<file path="src/logic/ccp_pkg.sv">
// ****************************************************************
// shared constants for the channel and its controller
// ****************************************************************
package ccp_pkg;
    // channel register indices on the link
    localparam logic [2:0] IDX_CONTROL = 3'h0;
    localparam logic [2:0] IDX_CMP_LOW = 3'h1;
    localparam logic [2:0] IDX_CMP_HIGH = 3'h2;
    localparam logic [2:0] IDX_PERIOD = 3'h3;
    localparam logic [2:0] IDX_TMR_CTL = 3'h4;
    localparam logic [2:0] IDX_TMR_CNT = 3'h5;
    // channel_mode_code values
    localparam logic [3:0] MODE_OFF = 4'h0;
    localparam logic [3:0] MODE_TOGGLE = 4'h2;
    localparam logic [3:0] MODE_SET = 4'h8;
    localparam logic [3:0] MODE_CLEAR = 4'h9;
    localparam logic [3:0] MODE_SWINT = 4'hA;
    localparam logic [3:0] MODE_EVENT = 4'hB;
    // field positions inside channel_control / pwm_timer_control
    localparam int DUTY_LSB = 4;
    localparam int TCTL_RUN = 0;
    localparam int TCTL_PS_LSB = 1;
    localparam int TCTL_FLAG = 7;
    // prescale terminal counts for 1:1, 1:4 and 1:16
    localparam logic [5:0] PS1_LAST = 6'h03;
    localparam logic [5:0] PS4_LAST = 6'h0F;
    localparam logic [5:0] PS16_LAST = 6'h3F;
    // controller apb byte offsets
    localparam logic [7:0] OFS_CONFIG = 8'h20;
    localparam logic [7:0] OFS_STATUS = 8'h24;
    localparam logic [7:0] OFS_T1_COUNT = 8'h28;
    localparam logic [7:0] OFS_ADC_COUNT = 8'h2C;
    // config bits
    localparam int CFG_T1_RUN = 0;
    localparam int CFG_ADC_EN = 1;
    localparam int CFG_PIN_DIR = 2;
    localparam int CFG_TSEL_LSB = 3;
    localparam logic [7:0] CONFIG_RESET = 8'h04;
    // status bits
    localparam int ST_MATCH = 0;
    localparam int ST_T1_OVF = 1;
    // timer tick divider: instruction clock is core clock / 4
    localparam logic [1:0] TICK_LAST = 2'h3;
    localparam logic [7:0] RESET_BYTE = 8'h00;
    localparam logic [15:0] RESET_WORD = 16'h0000;
endpackage

</file>
<file path="src/logic/ccp_link_if.sv">
`timescale 1ns/10ps
// ****************************************************************
// link between the channel and its controlling party
// ****************************************************************
interface ccp_link_if;
    logic reg_wr; // one-cycle register write strobe
    logic [2:0] reg_addr; // register index
    logic [7:0] reg_wdata; // write data
    logic [7:0] reg_rdata; // registered read data of reg_addr
    logic [15:0] tmr_count; // 16-bit timer count pair
    logic tmr_tick; // timer steps at the coming edge
    logic tmr_clear_req; // clear timer at next tick
    logic event_trig; // special event trigger pulse
    logic flag_clr; // clear channel_match_flag pulse
    logic match_flag; // channel_match_flag level
    logic pin_dir_input; // pin_direction_bit, high = input

    // the channel end
    modport chan (
        input reg_wr, reg_addr, reg_wdata, tmr_count, tmr_tick,
        input flag_clr, pin_dir_input,
        output reg_rdata, tmr_clear_req, event_trig, match_flag
    );
    // the controlling end
    modport ctrl (
        output reg_wr, reg_addr, reg_wdata, tmr_count, tmr_tick,
        output flag_clr, pin_dir_input,
        input reg_rdata, tmr_clear_req, event_trig, match_flag
    );
endinterface

</file>
<file path="src/logic/ccp_channel.sv">
`timescale 1ns/10ps
// Notes on behaviour
// - compare 16-bit value against timer count continuously
// - mode code selects the match action
// - match flag set with the match action
// - clearing control zeroes compare output latch
// - code 1010 flags only, no pin
// - code 1011 resets timer, starts conversion
// - trigger at once, timer clears next tick
// - trigger never sets timer overflow flag
// - compare change before tick cancels reset
// - timer runs synchronised, never asynchronous
// - timer clocked at instruction rate
// - no match detection during sleep
// - controller clears direction bit before output
// - pwm on pin, up to ten bits
// - period, timer control, duty, control set pwm
// - cleared control releases the pin
// - setup order: driver off, period, mode, duty, timer
// - select timer, clear flag, set prescale first
// - wait for timer flag before enabling driver
// - duty split: eight high, two low bits
// - period end clears timer, sets pin, latches; a zero duty leaves the pin low
// - pin clears when time base equals duty
module ccp_channel (
    input wire logic core_clk_i,
    input wire logic reset_n_i,
    output logic pin_level_o,
    output logic pin_drive_o,
    ccp_link_if.chan link
);
    // ****************************************************************
    // registers
    // ****************************************************************
    logic [7:0] ctrl_reg; // channel_control
    logic [7:0] cmpl_reg; // compare_value_low / duty high bits
    logic [7:0] cmph_reg; // compare_value_high / buffered duty
    logic [7:0] period_reg; // pwm_period_value
    logic [2:0] tctl_reg; // pwm_timer_run and pwm_timer_prescale
    logic pflag_reg; // pwm_timer_flag
    logic [7:0] rdata_reg;
    logic cmp_out_reg; // compare output latch
    logic matched_reg; // action already taken for this count
    logic flag_reg; // channel_match_flag
    logic trig_reg;
    logic clr_req_reg;
    logic [7:0] tmr8_reg; // pwm timer
    logic [5:0] pre_reg; // prescale and quarter-cycle count
    logic [1:0] dlat_reg; // latched duty low bits
    logic pwm_out_reg;
    logic pin_level_reg, pin_drive_reg;
    logic [3:0] mode; // channel_mode_code
    logic is_pwm, is_cmp, owns_pin, cmp_eq, fire;
    logic step, period_end, wr_ctrl;
    logic [5:0] ps_last;
    logic [1:0] base_low;
    logic [9:0] duty_live;
    assign mode = ctrl_reg[3:0];
    assign is_pwm = (mode[3:2] == 2'b11);
    assign is_cmp = (mode == ccp_pkg::MODE_TOGGLE) || (mode[3:2] == 2'b10);
    // software-interrupt and event modes leave the pin alone
    assign owns_pin = is_pwm || (mode == ccp_pkg::MODE_TOGGLE) ||
        (mode == ccp_pkg::MODE_SET) || (mode == ccp_pkg::MODE_CLEAR);
    assign wr_ctrl = link.reg_wr && (link.reg_addr == ccp_pkg::IDX_CONTROL);

    // ****************************************************************
    // compare detection
    // ****************************************************************
    // equality moves on ticks and register writes; a halted core clock stops it all
    assign cmp_eq = (link.tmr_count == {cmph_reg, cmpl_reg});
    // one action per equal count, not one per core cycle
    assign fire = is_cmp && cmp_eq && !matched_reg;
    // re-arm once the count or the compare value moves away
    always_ff @(posedge core_clk_i) begin
        if (!reset_n_i) begin
            matched_reg <= 1'b0;
        end else begin
            matched_reg <= is_cmp && cmp_eq;
        end
    end
    // control register, with duty low bits in 5:4
    always_ff @(posedge core_clk_i) begin
        if (!reset_n_i) begin
            ctrl_reg <= ccp_pkg::RESET_BYTE;
        end else if (wr_ctrl) begin
            ctrl_reg <= link.reg_wdata;
        end
    end
    // low compare byte, also the eight duty high bits
    always_ff @(posedge core_clk_i) begin
        if (!reset_n_i) begin
            cmpl_reg <= ccp_pkg::RESET_BYTE;
        end else if (link.reg_wr && link.reg_addr == ccp_pkg::IDX_CMP_LOW) begin
            cmpl_reg <= link.reg_wdata;
        end
    end
    // high compare byte; read-only buffer while pwm runs
    always_ff @(posedge core_clk_i) begin
        if (!reset_n_i) begin
            cmph_reg <= ccp_pkg::RESET_BYTE;
        end else if (is_pwm) begin
            if (period_end) begin
                cmph_reg <= cmpl_reg;
            end
        end else if (link.reg_wr && link.reg_addr == ccp_pkg::IDX_CMP_HIGH) begin
            cmph_reg <= link.reg_wdata;
        end
    end
    // period and timer control
    always_ff @(posedge core_clk_i) begin
        if (!reset_n_i) begin
            period_reg <= ccp_pkg::RESET_BYTE;
            tctl_reg <= 3'h0;
        end else if (link.reg_wr) begin
            if (link.reg_addr == ccp_pkg::IDX_PERIOD) begin
                period_reg <= link.reg_wdata;
            end
            if (link.reg_addr == ccp_pkg::IDX_TMR_CTL) begin
                tctl_reg <= link.reg_wdata[2:0];
            end
        end
    end

    // ****************************************************************
    // compare actions
    // ****************************************************************
    // output latch; an all-zero control write forces it low
    always_ff @(posedge core_clk_i) begin
        if (!reset_n_i) begin
            cmp_out_reg <= 1'b0;
        end else if (wr_ctrl && link.reg_wdata == ccp_pkg::RESET_BYTE) begin
            cmp_out_reg <= 1'b0;
        end else if (fire) begin
            unique case (mode)
                ccp_pkg::MODE_TOGGLE: cmp_out_reg <= !cmp_out_reg;
                ccp_pkg::MODE_SET: cmp_out_reg <= 1'b1;
                ccp_pkg::MODE_CLEAR: cmp_out_reg <= 1'b0;
                default: cmp_out_reg <= cmp_out_reg; // flag or event only
            endcase
        end
    end
    // match flag: a new match wins over a clear in the same cycle
    always_ff @(posedge core_clk_i) begin
        if (!reset_n_i) begin
            flag_reg <= 1'b0;
        end else if (fire) begin
            flag_reg <= 1'b1;
        end else if (link.flag_clr) begin
            flag_reg <= 1'b0;
        end
    end
    // special event: trigger now, ask for a clear at the next tick
    always_ff @(posedge core_clk_i) begin
        if (!reset_n_i) begin
            trig_reg <= 1'b0;
            clr_req_reg <= 1'b0;
        end else begin
            trig_reg <= fire && mode == ccp_pkg::MODE_EVENT;
            if (fire && mode == ccp_pkg::MODE_EVENT) begin
                clr_req_reg <= 1'b1;
            end else if (link.tmr_tick) begin
                clr_req_reg <= 1'b0;
            end else if (!cmp_eq || mode != ccp_pkg::MODE_EVENT) begin
                // compare moved away before the timer edge
                clr_req_reg <= 1'b0;
            end
        end
    end

    // ****************************************************************
    // pwm time base: 8-bit timer over a 2-bit sub-count
    // ****************************************************************
    always_comb begin
        unique case (tctl_reg[2:1])
            2'h0: begin
                ps_last = ccp_pkg::PS1_LAST;
                base_low = pre_reg[1:0];
            end
            2'h1: begin
                ps_last = ccp_pkg::PS4_LAST;
                base_low = pre_reg[3:2];
            end
            default: begin
                ps_last = ccp_pkg::PS16_LAST;
                base_low = pre_reg[5:4];
            end
        endcase
    end
    assign step = tctl_reg[ccp_pkg::TCTL_RUN] && (pre_reg == ps_last);
    assign period_end = step && (tmr8_reg == period_reg);
    assign duty_live = {cmpl_reg, ctrl_reg[ccp_pkg::DUTY_LSB +: 2]};
    // timer and prescaler; cleared on the step after period match
    always_ff @(posedge core_clk_i) begin
        if (!reset_n_i) begin
            pre_reg <= 6'h00;
            tmr8_reg <= ccp_pkg::RESET_BYTE;
        end else if (tctl_reg[ccp_pkg::TCTL_RUN]) begin
            pre_reg <= step ? 6'h00 : pre_reg + 6'h01;
            if (period_end) begin
                tmr8_reg <= ccp_pkg::RESET_BYTE;
            end else if (step) begin
                tmr8_reg <= tmr8_reg + 8'h01;
            end
        end
    end
    // timer flag: period end wins over a software clear
    always_ff @(posedge core_clk_i) begin
        if (!reset_n_i) begin
            pflag_reg <= 1'b0;
        end else if (period_end) begin
            pflag_reg <= 1'b1;
        end else if (link.reg_wr && link.reg_addr == ccp_pkg::IDX_TMR_CTL &&
                     !link.reg_wdata[ccp_pkg::TCTL_FLAG]) begin
            pflag_reg <= 1'b0;
        end
    end
    // duty low-bit latch, the second half of the double buffer
    always_ff @(posedge core_clk_i) begin
        if (!reset_n_i) begin
            dlat_reg <= 2'h0;
        end else if (is_pwm && period_end) begin
            dlat_reg <= ctrl_reg[ccp_pkg::DUTY_LSB +: 2];
        end
    end
    // pwm waveform; a duty beyond the period keeps the pin high
    always_ff @(posedge core_clk_i) begin
        if (!reset_n_i) begin
            pwm_out_reg <= 1'b0;
        end else if (!is_pwm) begin
            pwm_out_reg <= 1'b0;
        end else if (period_end) begin
            pwm_out_reg <= (duty_live != 10'h000);
        end else if ({tmr8_reg, base_low} == {cmph_reg, dlat_reg}) begin
            pwm_out_reg <= 1'b0;
        end
    end

    // ****************************************************************
    // pin and read-back
    // ****************************************************************
    // driver is on only while the mode owns the pin and it is an output
    always_ff @(posedge core_clk_i) begin
        if (!reset_n_i) begin
            pin_level_reg <= 1'b0;
            pin_drive_reg <= 1'b0;
        end else begin
            pin_level_reg <= is_pwm ? pwm_out_reg : cmp_out_reg;
            pin_drive_reg <= owns_pin && !link.pin_dir_input;
        end
    end
    // registered read mux, one cycle behind the index
    always_ff @(posedge core_clk_i) begin
        if (!reset_n_i) begin
            rdata_reg <= ccp_pkg::RESET_BYTE;
        end else begin
            unique case (link.reg_addr)
                ccp_pkg::IDX_CONTROL: rdata_reg <= ctrl_reg;
                ccp_pkg::IDX_CMP_LOW: rdata_reg <= cmpl_reg;
                ccp_pkg::IDX_CMP_HIGH: rdata_reg <= cmph_reg;
                ccp_pkg::IDX_PERIOD: rdata_reg <= period_reg;
                ccp_pkg::IDX_TMR_CTL: rdata_reg <= {pflag_reg, 4'h0, tctl_reg};
                ccp_pkg::IDX_TMR_CNT: rdata_reg <= tmr8_reg;
                default: rdata_reg <= ccp_pkg::RESET_BYTE;
            endcase
        end
    end
    assign pin_level_o = pin_level_reg;
    assign pin_drive_o = pin_drive_reg;
    assign link.reg_rdata = rdata_reg;
    assign link.tmr_clear_req = clr_req_reg;
    assign link.event_trig = trig_reg;
    assign link.match_flag = flag_reg;
endmodule

</file>
<file path="src/flat_wrapper.sv">
// flat-port wrapper written by rule: the top's interface ports become plain ports
module ccp_channel_flat 
  (core_clk_i, reset_n_i, pin_level_o, pin_drive_o, link_reg_wr, link_reg_addr, link_reg_wdata, link_tmr_count, link_tmr_tick, link_flag_clr, link_pin_dir_input, link_reg_rdata, link_tmr_clear_req, link_event_trig, link_match_flag);
  ccp_link_if link_i ();
  input wire logic core_clk_i;
  input wire logic reset_n_i;
  output logic pin_level_o;
  output logic pin_drive_o;
  input wire logic [$bits(link_i.reg_wr)-1:0] link_reg_wr;
  input wire logic [$bits(link_i.reg_addr)-1:0] link_reg_addr;
  input wire logic [$bits(link_i.reg_wdata)-1:0] link_reg_wdata;
  input wire logic [$bits(link_i.tmr_count)-1:0] link_tmr_count;
  input wire logic [$bits(link_i.tmr_tick)-1:0] link_tmr_tick;
  input wire logic [$bits(link_i.flag_clr)-1:0] link_flag_clr;
  input wire logic [$bits(link_i.pin_dir_input)-1:0] link_pin_dir_input;
  output wire logic [$bits(link_i.reg_rdata)-1:0] link_reg_rdata;
  output wire logic [$bits(link_i.tmr_clear_req)-1:0] link_tmr_clear_req;
  output wire logic [$bits(link_i.event_trig)-1:0] link_event_trig;
  output wire logic [$bits(link_i.match_flag)-1:0] link_match_flag;
  assign link_i.reg_wr = link_reg_wr;
  assign link_i.reg_addr = link_reg_addr;
  assign link_i.reg_wdata = link_reg_wdata;
  assign link_i.tmr_count = link_tmr_count;
  assign link_i.tmr_tick = link_tmr_tick;
  assign link_i.flag_clr = link_flag_clr;
  assign link_i.pin_dir_input = link_pin_dir_input;
  assign link_reg_rdata = link_i.reg_rdata;
  assign link_tmr_clear_req = link_i.tmr_clear_req;
  assign link_event_trig = link_i.event_trig;
  assign link_match_flag = link_i.match_flag;
  ccp_channel u_core (.core_clk_i(core_clk_i), .reset_n_i(reset_n_i), .pin_level_o(pin_level_o), .pin_drive_o(pin_drive_o), .link(link_i));
endmodule
</file>
<file path="config.mk">
export PLATFORM = sky130hd
export DESIGN_NAME = ccp_channel_flat
export DESIGN_NICKNAME = d
export VERILOG_FILES = /design/src/logic/ccp_pkg.sv /design/src/logic/ccp_link_if.sv /design/src/logic/ccp_channel.sv /design/src/flat_wrapper.sv
export SDC_FILE = /design/constraint.sdc
export NUM_CORES = 1
export LEC_CHECK = 0
export ABC_AREA = 1
export BUFFER_PORTS_ARGS = -buffer_cell sky130_fd_sc_hd__buf_2
export CAP_MARGIN = 20
export CORE_AREA = 2 2 96 117
export CTS_BUF_LIST = sky130_fd_sc_hd__clkbuf_8 sky130_fd_sc_hd__clkbuf_16
export DETAILED_ROUTE_END_ITERATION = 10
export DIE_AREA = 0 0 98 119
export PLACE_DENSITY = 0.61
export RECOVER_POWER = 100
export SLEW_MARGIN = 40
export SYNTH_ARGS = -nofsm -noshare
export SYNTH_HDL_FRONTEND = slang
export SYNTH_SLANG_ARGS = --single-unit
</file>
<file path="constraint.sdc">
create_clock -name core_clk_i -period 1.8 [get_ports core_clk_i]
set_input_delay 0.27 -clock core_clk_i [delete_from_list [all_inputs] [get_ports core_clk_i]]
set_output_delay 0.27 -clock core_clk_i [all_outputs]
set_load 0.1 [all_outputs]
</file>
# Word-level counts from Yosys, hierarchy flattened
# Cells that the tools add are included.
[totals] regBits=68 in_bits=33
[op_classes] add_sub_neg=2 eq_ne=18 mux=20 bitwise=1 reduce_logical=41
[ops] op="$pmux W8 S6" count=1
[ops] op="$mux W8" count=5
[ops] op="$eq A16 B16 Y1" count=1
[ops] op="$logic_and A1 B1 Y1" count=13
[ops] op="$eq A4 B4 Y1 const B" count=3
[ops] op="$pmux W6 S2" count=1
[ops] op="$reduce_and A2 Y1" count=6
[ops] op="$eq A10 B10 Y1" count=1
[ops] op="$mux W1" count=10
[ops] op="$reduce_bool A10 Y1" count=1
[ops] op="$reduce_bool A2 Y1" count=5
[ops] op="$add A8 B1 Y8 const B" count=1
[ops] op="$eq A8 B8 Y1" count=1
[ops] op="$logic_not A8 Y1" count=1
[ops] op="$add A6 B1 Y6 const B" count=1
[ops] op="$eq A3 B2 Y1 const B" count=2
[ops] op="$eq A3 B3 Y1 const B" count=2
[ops] op="$eq A6 B6 Y1" count=1
[ops] op="$mux W6" count=1
[ops] op="$reduce_bool A3 Y1" count=2
[ops] op="$logic_not A1 Y1" count=5
[ops] op="$logic_or A1 B1 Y1" count=5
[ops] op="$eq A2 B2 Y1 const B" count=2
[ops] op="$eq A4 B2 Y1 const B" count=1
[ops] op="10 further kinds" count=10

# Logic depth before layout (Yosys ltp)
[depth] ltp_word=7 depth_mapped=11

# Worst setup path after synthesis
# Ideal clock, no wire load.
[synth_timing] path_kind="reg2reg" from="register u_core.pre_reg[0]" to="register u_core.cmph_reg[0]" setup_ns=0.115 t_arrival_ns=1.351 setup_slack_ns=0.334 path_stages_with_launch=10 synth_period_minus_slack_ns=1.466 path_cell_list="dfxtp_1 -> ha_1 -> nand3_1 -> nor2_2 -> nand2_4 -> nor2_4 -> nand3_2 -> buf_6 -> a21oi_1 -> nor2_1"
[synth_between] elab_chain_cells=5
[synth_rtl] element="start: declaration" line_no="ccp_channel.sv:48" text="logic [5:0] pre_reg;"
[synth_rtl] element="start signal: assignment" line_no="ccp_channel.sv:198" text="pre_reg <= step ? 6'h00 : pre_reg + 6'h01;"
[synth_rtl] element="$eq A6 B6 Y1" line_no="ccp_channel.sv:189" text="assign step = tctl_reg[ccp_pkg::TCTL_RUN] && (pre_reg == ps_last);"
[synth_rtl] element="$logic_and A1 B1 Y1" line_no="ccp_channel.sv:189"
[synth_rtl] element="$logic_and A1 B1 Y1" line_no="ccp_channel.sv:190" text="assign period_end = step && (tmr8_reg == period_reg);"
[synth_rtl] element="$ne A2 B2 Y1 (no line)"
[synth_rtl] element="$reduce_and A2 Y1 (no line)"
[synth_rtl] element="end signal: assignment" line_no="ccp_channel.sv:100" text="cmph_reg <= ccp_pkg::RESET_BYTE;"
[synth_rtl] element="end signal: assignment" line_no="ccp_channel.sv:103" text="cmph_reg <= cmpl_reg;"
[synth_rtl] element="end signal: assignment" line_no="ccp_channel.sv:106" text="cmph_reg <= link.reg_wdata;"
[synth_rtl] element="end: declaration" line_no="ccp_channel.sv:37" text="logic [7:0] cmph_reg;"
# Every way passes these cells.
# A chain may end at the register's enable or synchronous reset.

# Final worst setup path
[layout_timing] from="register u_core.tctl_reg[1]" to="register u_core.tmr8_reg[3]"
[layout_between] elab_chain_cells=7
[layout_rtl] element="start: declaration" line_no="ccp_channel.sv:39" text="logic [2:0] tctl_reg;"
[layout_rtl] element="start signal: assignment" line_no="ccp_channel.sv:119" text="tctl_reg <= link.reg_wdata[2:0];"
[layout_rtl] element="$eq A2 B1 Y1 or $logic_not A2 Y1 (tied branches)" line_no="ccp_channel.sv:174" text="unique case (tctl_reg[2:1])"
[layout_rtl] element="$pmux W6 S2 *" line_no="ccp_channel.sv:174"
[layout_rtl] element="$eq A6 B6 Y1 *" line_no="ccp_channel.sv:189"
[layout_rtl] element="$logic_and A1 B1 Y1 *" line_no="ccp_channel.sv:189"
[layout_rtl] element="$logic_and A1 B1 Y1" line_no="ccp_channel.sv:190"
[layout_rtl] element="$reduce_bool A2 Y1 (no line)"
[layout_rtl] element="$reduce_and A2 Y1 (no line)"
[layout_rtl] element="end signal: assignment" line_no="ccp_channel.sv:196" text="tmr8_reg <= ccp_pkg::RESET_BYTE;"
[layout_rtl] element="end signal: assignment" line_no="ccp_channel.sv:200" text="tmr8_reg <= ccp_pkg::RESET_BYTE;"
[layout_rtl] element="end signal: assignment" line_no="ccp_channel.sv:202" text="tmr8_reg <= tmr8_reg + 8'h01;"
[layout_rtl] element="end: declaration" line_no="ccp_channel.sv:47" text="logic [7:0] tmr8_reg;"
# Every way passes the cells marked *; elsewhere a longest branch is shown, timed or not.

==> flow_summary.json <==
{
  "status": "complete, no violations",
  "drt_wl_total_mm": 10.9,
  "path_clk_slew_ps": 50,
  "nets": 626,
  "clock_path_buffers": 2,
  "finalHoldViolCount": 0,
  "cp_cell_sequence": "nor2_1 -> o21ai_0 -> nand2_1 -> inv_1 -> nand2_4 -> buf_4 -> clkinvlp_4 -> nand2_1 -> xor2_1 -> nor2_1",
  "ios": 46,
  "async_reset_ff_share_pct": 0,
  "synth-main-ff-cell": "dfxtp_1",
  "vias": 3746,
  "synth_edf_count": 0,
  "die_w_um": 98,
  "h-tree-depth": 3,
  "multiInputGateArea_mm2": 0.00184,
  "globalRouteOverflowTotal": 0,
  "wl_per_cell_um": 14.9,
  "antenna_found_initial": 0,
  "finalMaxSlewViolations": 0,
  "grt_pass1_vias": 3457,
  "std_cell_rows": 42,
  "drtIter0Drc": 298,
  "post-dp-hpwl_mm": 8.46,
  "setup_viol": 0,
  "numCtsBuffers": 9,
  "fp.dieH_um": 119,
  "synth.avg_cell_area_um2": 6.78,
  "clock_latency_ps": 330,
  "hold_buffers": 0,
  "static-leakage-power_nw": 1.93,
  "cts.sinks": 68,
  "drcViolationCount": 0,
  "cp-end-kind": "flop",
  "dr.pass1.iters": 5,
  "crit_arrival_ps": 1880,
  "fmax_mhz": 601,
  "setup_ws_ps": 136,
  "core-area_mm2": 0.0107,
  "syn_nets": 569,
  "nFillCells": 1097,
  "port_buffers": 45,
  "max_cap_violations": 0,
  "layout.cells.non_filler": 727,
  "synthesis.area_mm2": 0.00362,
  "grt_pass1_wl_mm": 17.6,
  "drive_gt1_share_pct": 13.9,
  "grtUsageTotal_pct": 19.2,
  "seq_area_mm2": 0.00136,
  "relSlewSlack_pct": 52.4,
  "period_needed_ps": 1660,
  "startpoint_type": "flop",
  "vias_per_cell": 5.15,
  "hold_path_class": "in2reg",
  "n_antenna_cell": 0,
  "worst_pin_slew_ps": 714,
  "dp_cells": 712,
  "ys_warn_count": 0,
  "ys_top_cells_by_count": "105 x nand2_1, 81 x inv_1, 68 x dfxtp_1",
  "gp_congestion": 0.889,
  "cts_tree": "done",
  "synth-seq-area-share_pct": 37.6,
  "cpPeakStageDelay_ps": 350,
  "min_period_over_period_pct": 92.4,
  "dieArea_mm2": 0.0117,
  "cp.required_ps": 2020,
  "crit_type": "reg2reg",
  "netlist-cell-type-count": 37,
  "peakVddDrop_uv": 488,
  "ys_ff_latch": 68,
  "power_density_mw_per_mm2": 836,
  "crit_path_max_fanout": 9,
  "synth_top_area_share_pct": 37.6,
  "area_growth_pct": 19.4,
  "grt_max_degree": 29,
  "synth_top_cells_by_area": "dfxtp_1 38%, nand2_1 11%, inv_1 8.4%, a21oi_1 6.9%, o21ai_0 6.1%",
  "synth_cells": 534,
  "synth_largest_area_cell": "dfxtp_1",
  "finClkSkew_ps": 6.98,
  "dp_slack_ps": 61.5,
  "ant_nets": 0,
  "synth.most_common_cell": "nand2_1",
  "start_util_pct": 33.9,
  "clock-root-buffer": "clkbuf_16",
  "cp_slowest_cell": "dfxtp_1"
}
==> layout make-up <==
type / count / share of cell area, %
clock buffer: 10 / 5.53
clock inverter: 5 / 1.07
inverter: 86 / 7.56
multi-input combinational: 364 / 42.6
sequential: 68 / 31.5
tap: 132 / 3.82
timing repair buffer: 62 / 7.93
==> routing by layer <==
layer  GRT usage, %  part of all wire (%)  vias to the layer above
li1               -                     -                     1855
met1           22.3                    40                     1750
met5              0                     0                        -
met2           33.5                    52                      121
met4           8.51                   3.4                        0
met3           4.11                   4.6                       20
==> final timing paths <==
| check | startpoint | to | slack, ps | depth (start not counted) |
|---|---|---|---|---|
| setup / recovery | u_core.tctl_reg[1]$_SDFFE_PN0P_ | u_core.tmr8_reg[3]$_SDFFE_PN0P_ | 140 | 10 |
| hold / removal | link_flag_clr | u_core.link.match_flag$_SDFFE_PN0P_ | 190 | 4 |
| setup reg to reg | u_core.tctl_reg[1]$_SDFFE_PN0P_ | u_core.tmr8_reg[3]$_SDFFE_PN0P_ | 140 | 10 |
| hold reg to reg | u_core.link.match_flag$_SDFFE_PN0P_ | u_core.link.match_flag$_SDFFE_PN0P_ | 470 | 2 |
==> what timing repair did <==
action | 4_1_cts | 5_1_grt
resized for setup | 0 | 5
setup endpoints to repair | 0 | 16
endpoints found under the hold margin | 0 | 0
buffers inserted | 0 | 0
==> where the power goes <==
group	switching [mW]	internal [mW]	total, mW
registers	0.0268	1.54	1.57
logic	0.241	0.115	0.356
clock network	0.608	1.08	1.69
total	0.876	2.74	3.61
==> worst max-delay path, delay by kind of cell (launching register included) <==
| family | cells | cell delay (ps) |
|---|---|---|
| AO/OA/AOI/OAI | 1 | 120 |
| XOR/XNOR | 1 | 150 |
| buffers and inverters | 3 | 400 |
| flip-flops | 1 | 350 |
| AND/OR/NAND/NOR | 5 | 540 |
==> metrics by stage <==
stage                     setup TNS, ps  hold WS [ps]  instance area, µm²  power (mW)  utilization, %
after floorplan                       0           393                3620        1.82               -
after global placement                0           444                4040        1.95            37.9
after detailed placement              0           449                4040        1.95            37.9
after CTS                             0           188                4330        3.64            40.6
after global routing              -9.37           216                4320        3.77            40.5
final                                 0           190                4320        3.61            40.5
==> kinds of logic (layout without fill, tap and decap cells) <==
family / after synthesis / after routing / share of synthesized area, %
and+or+nand+nor: 214 / 214 / 26.0
AOI/OAI and AO/OA: 127 / 127 / 19.1
buffers and inverters: 102 / 163 / 11.5
DFF: 68 / 68 / 37.6
xor gates and xnor gates: 21 / 21 / 5.08
adders and majority gates: 2 / 2 / 0.691
==> cells in the final DEF, fill, tap and decap left out, drive strengths merged, types with 9 or more instances in the layout <==
cell type	instances
a21oi	50
buf	45
inv	87
xor2	13
o22ai	19
dfxtp	68
nand4	9
nand2	109
nor2	56
nand3	24
o21ai	48
clkbuf	27
Note: power is estimated with default switching activity, not from simulation.
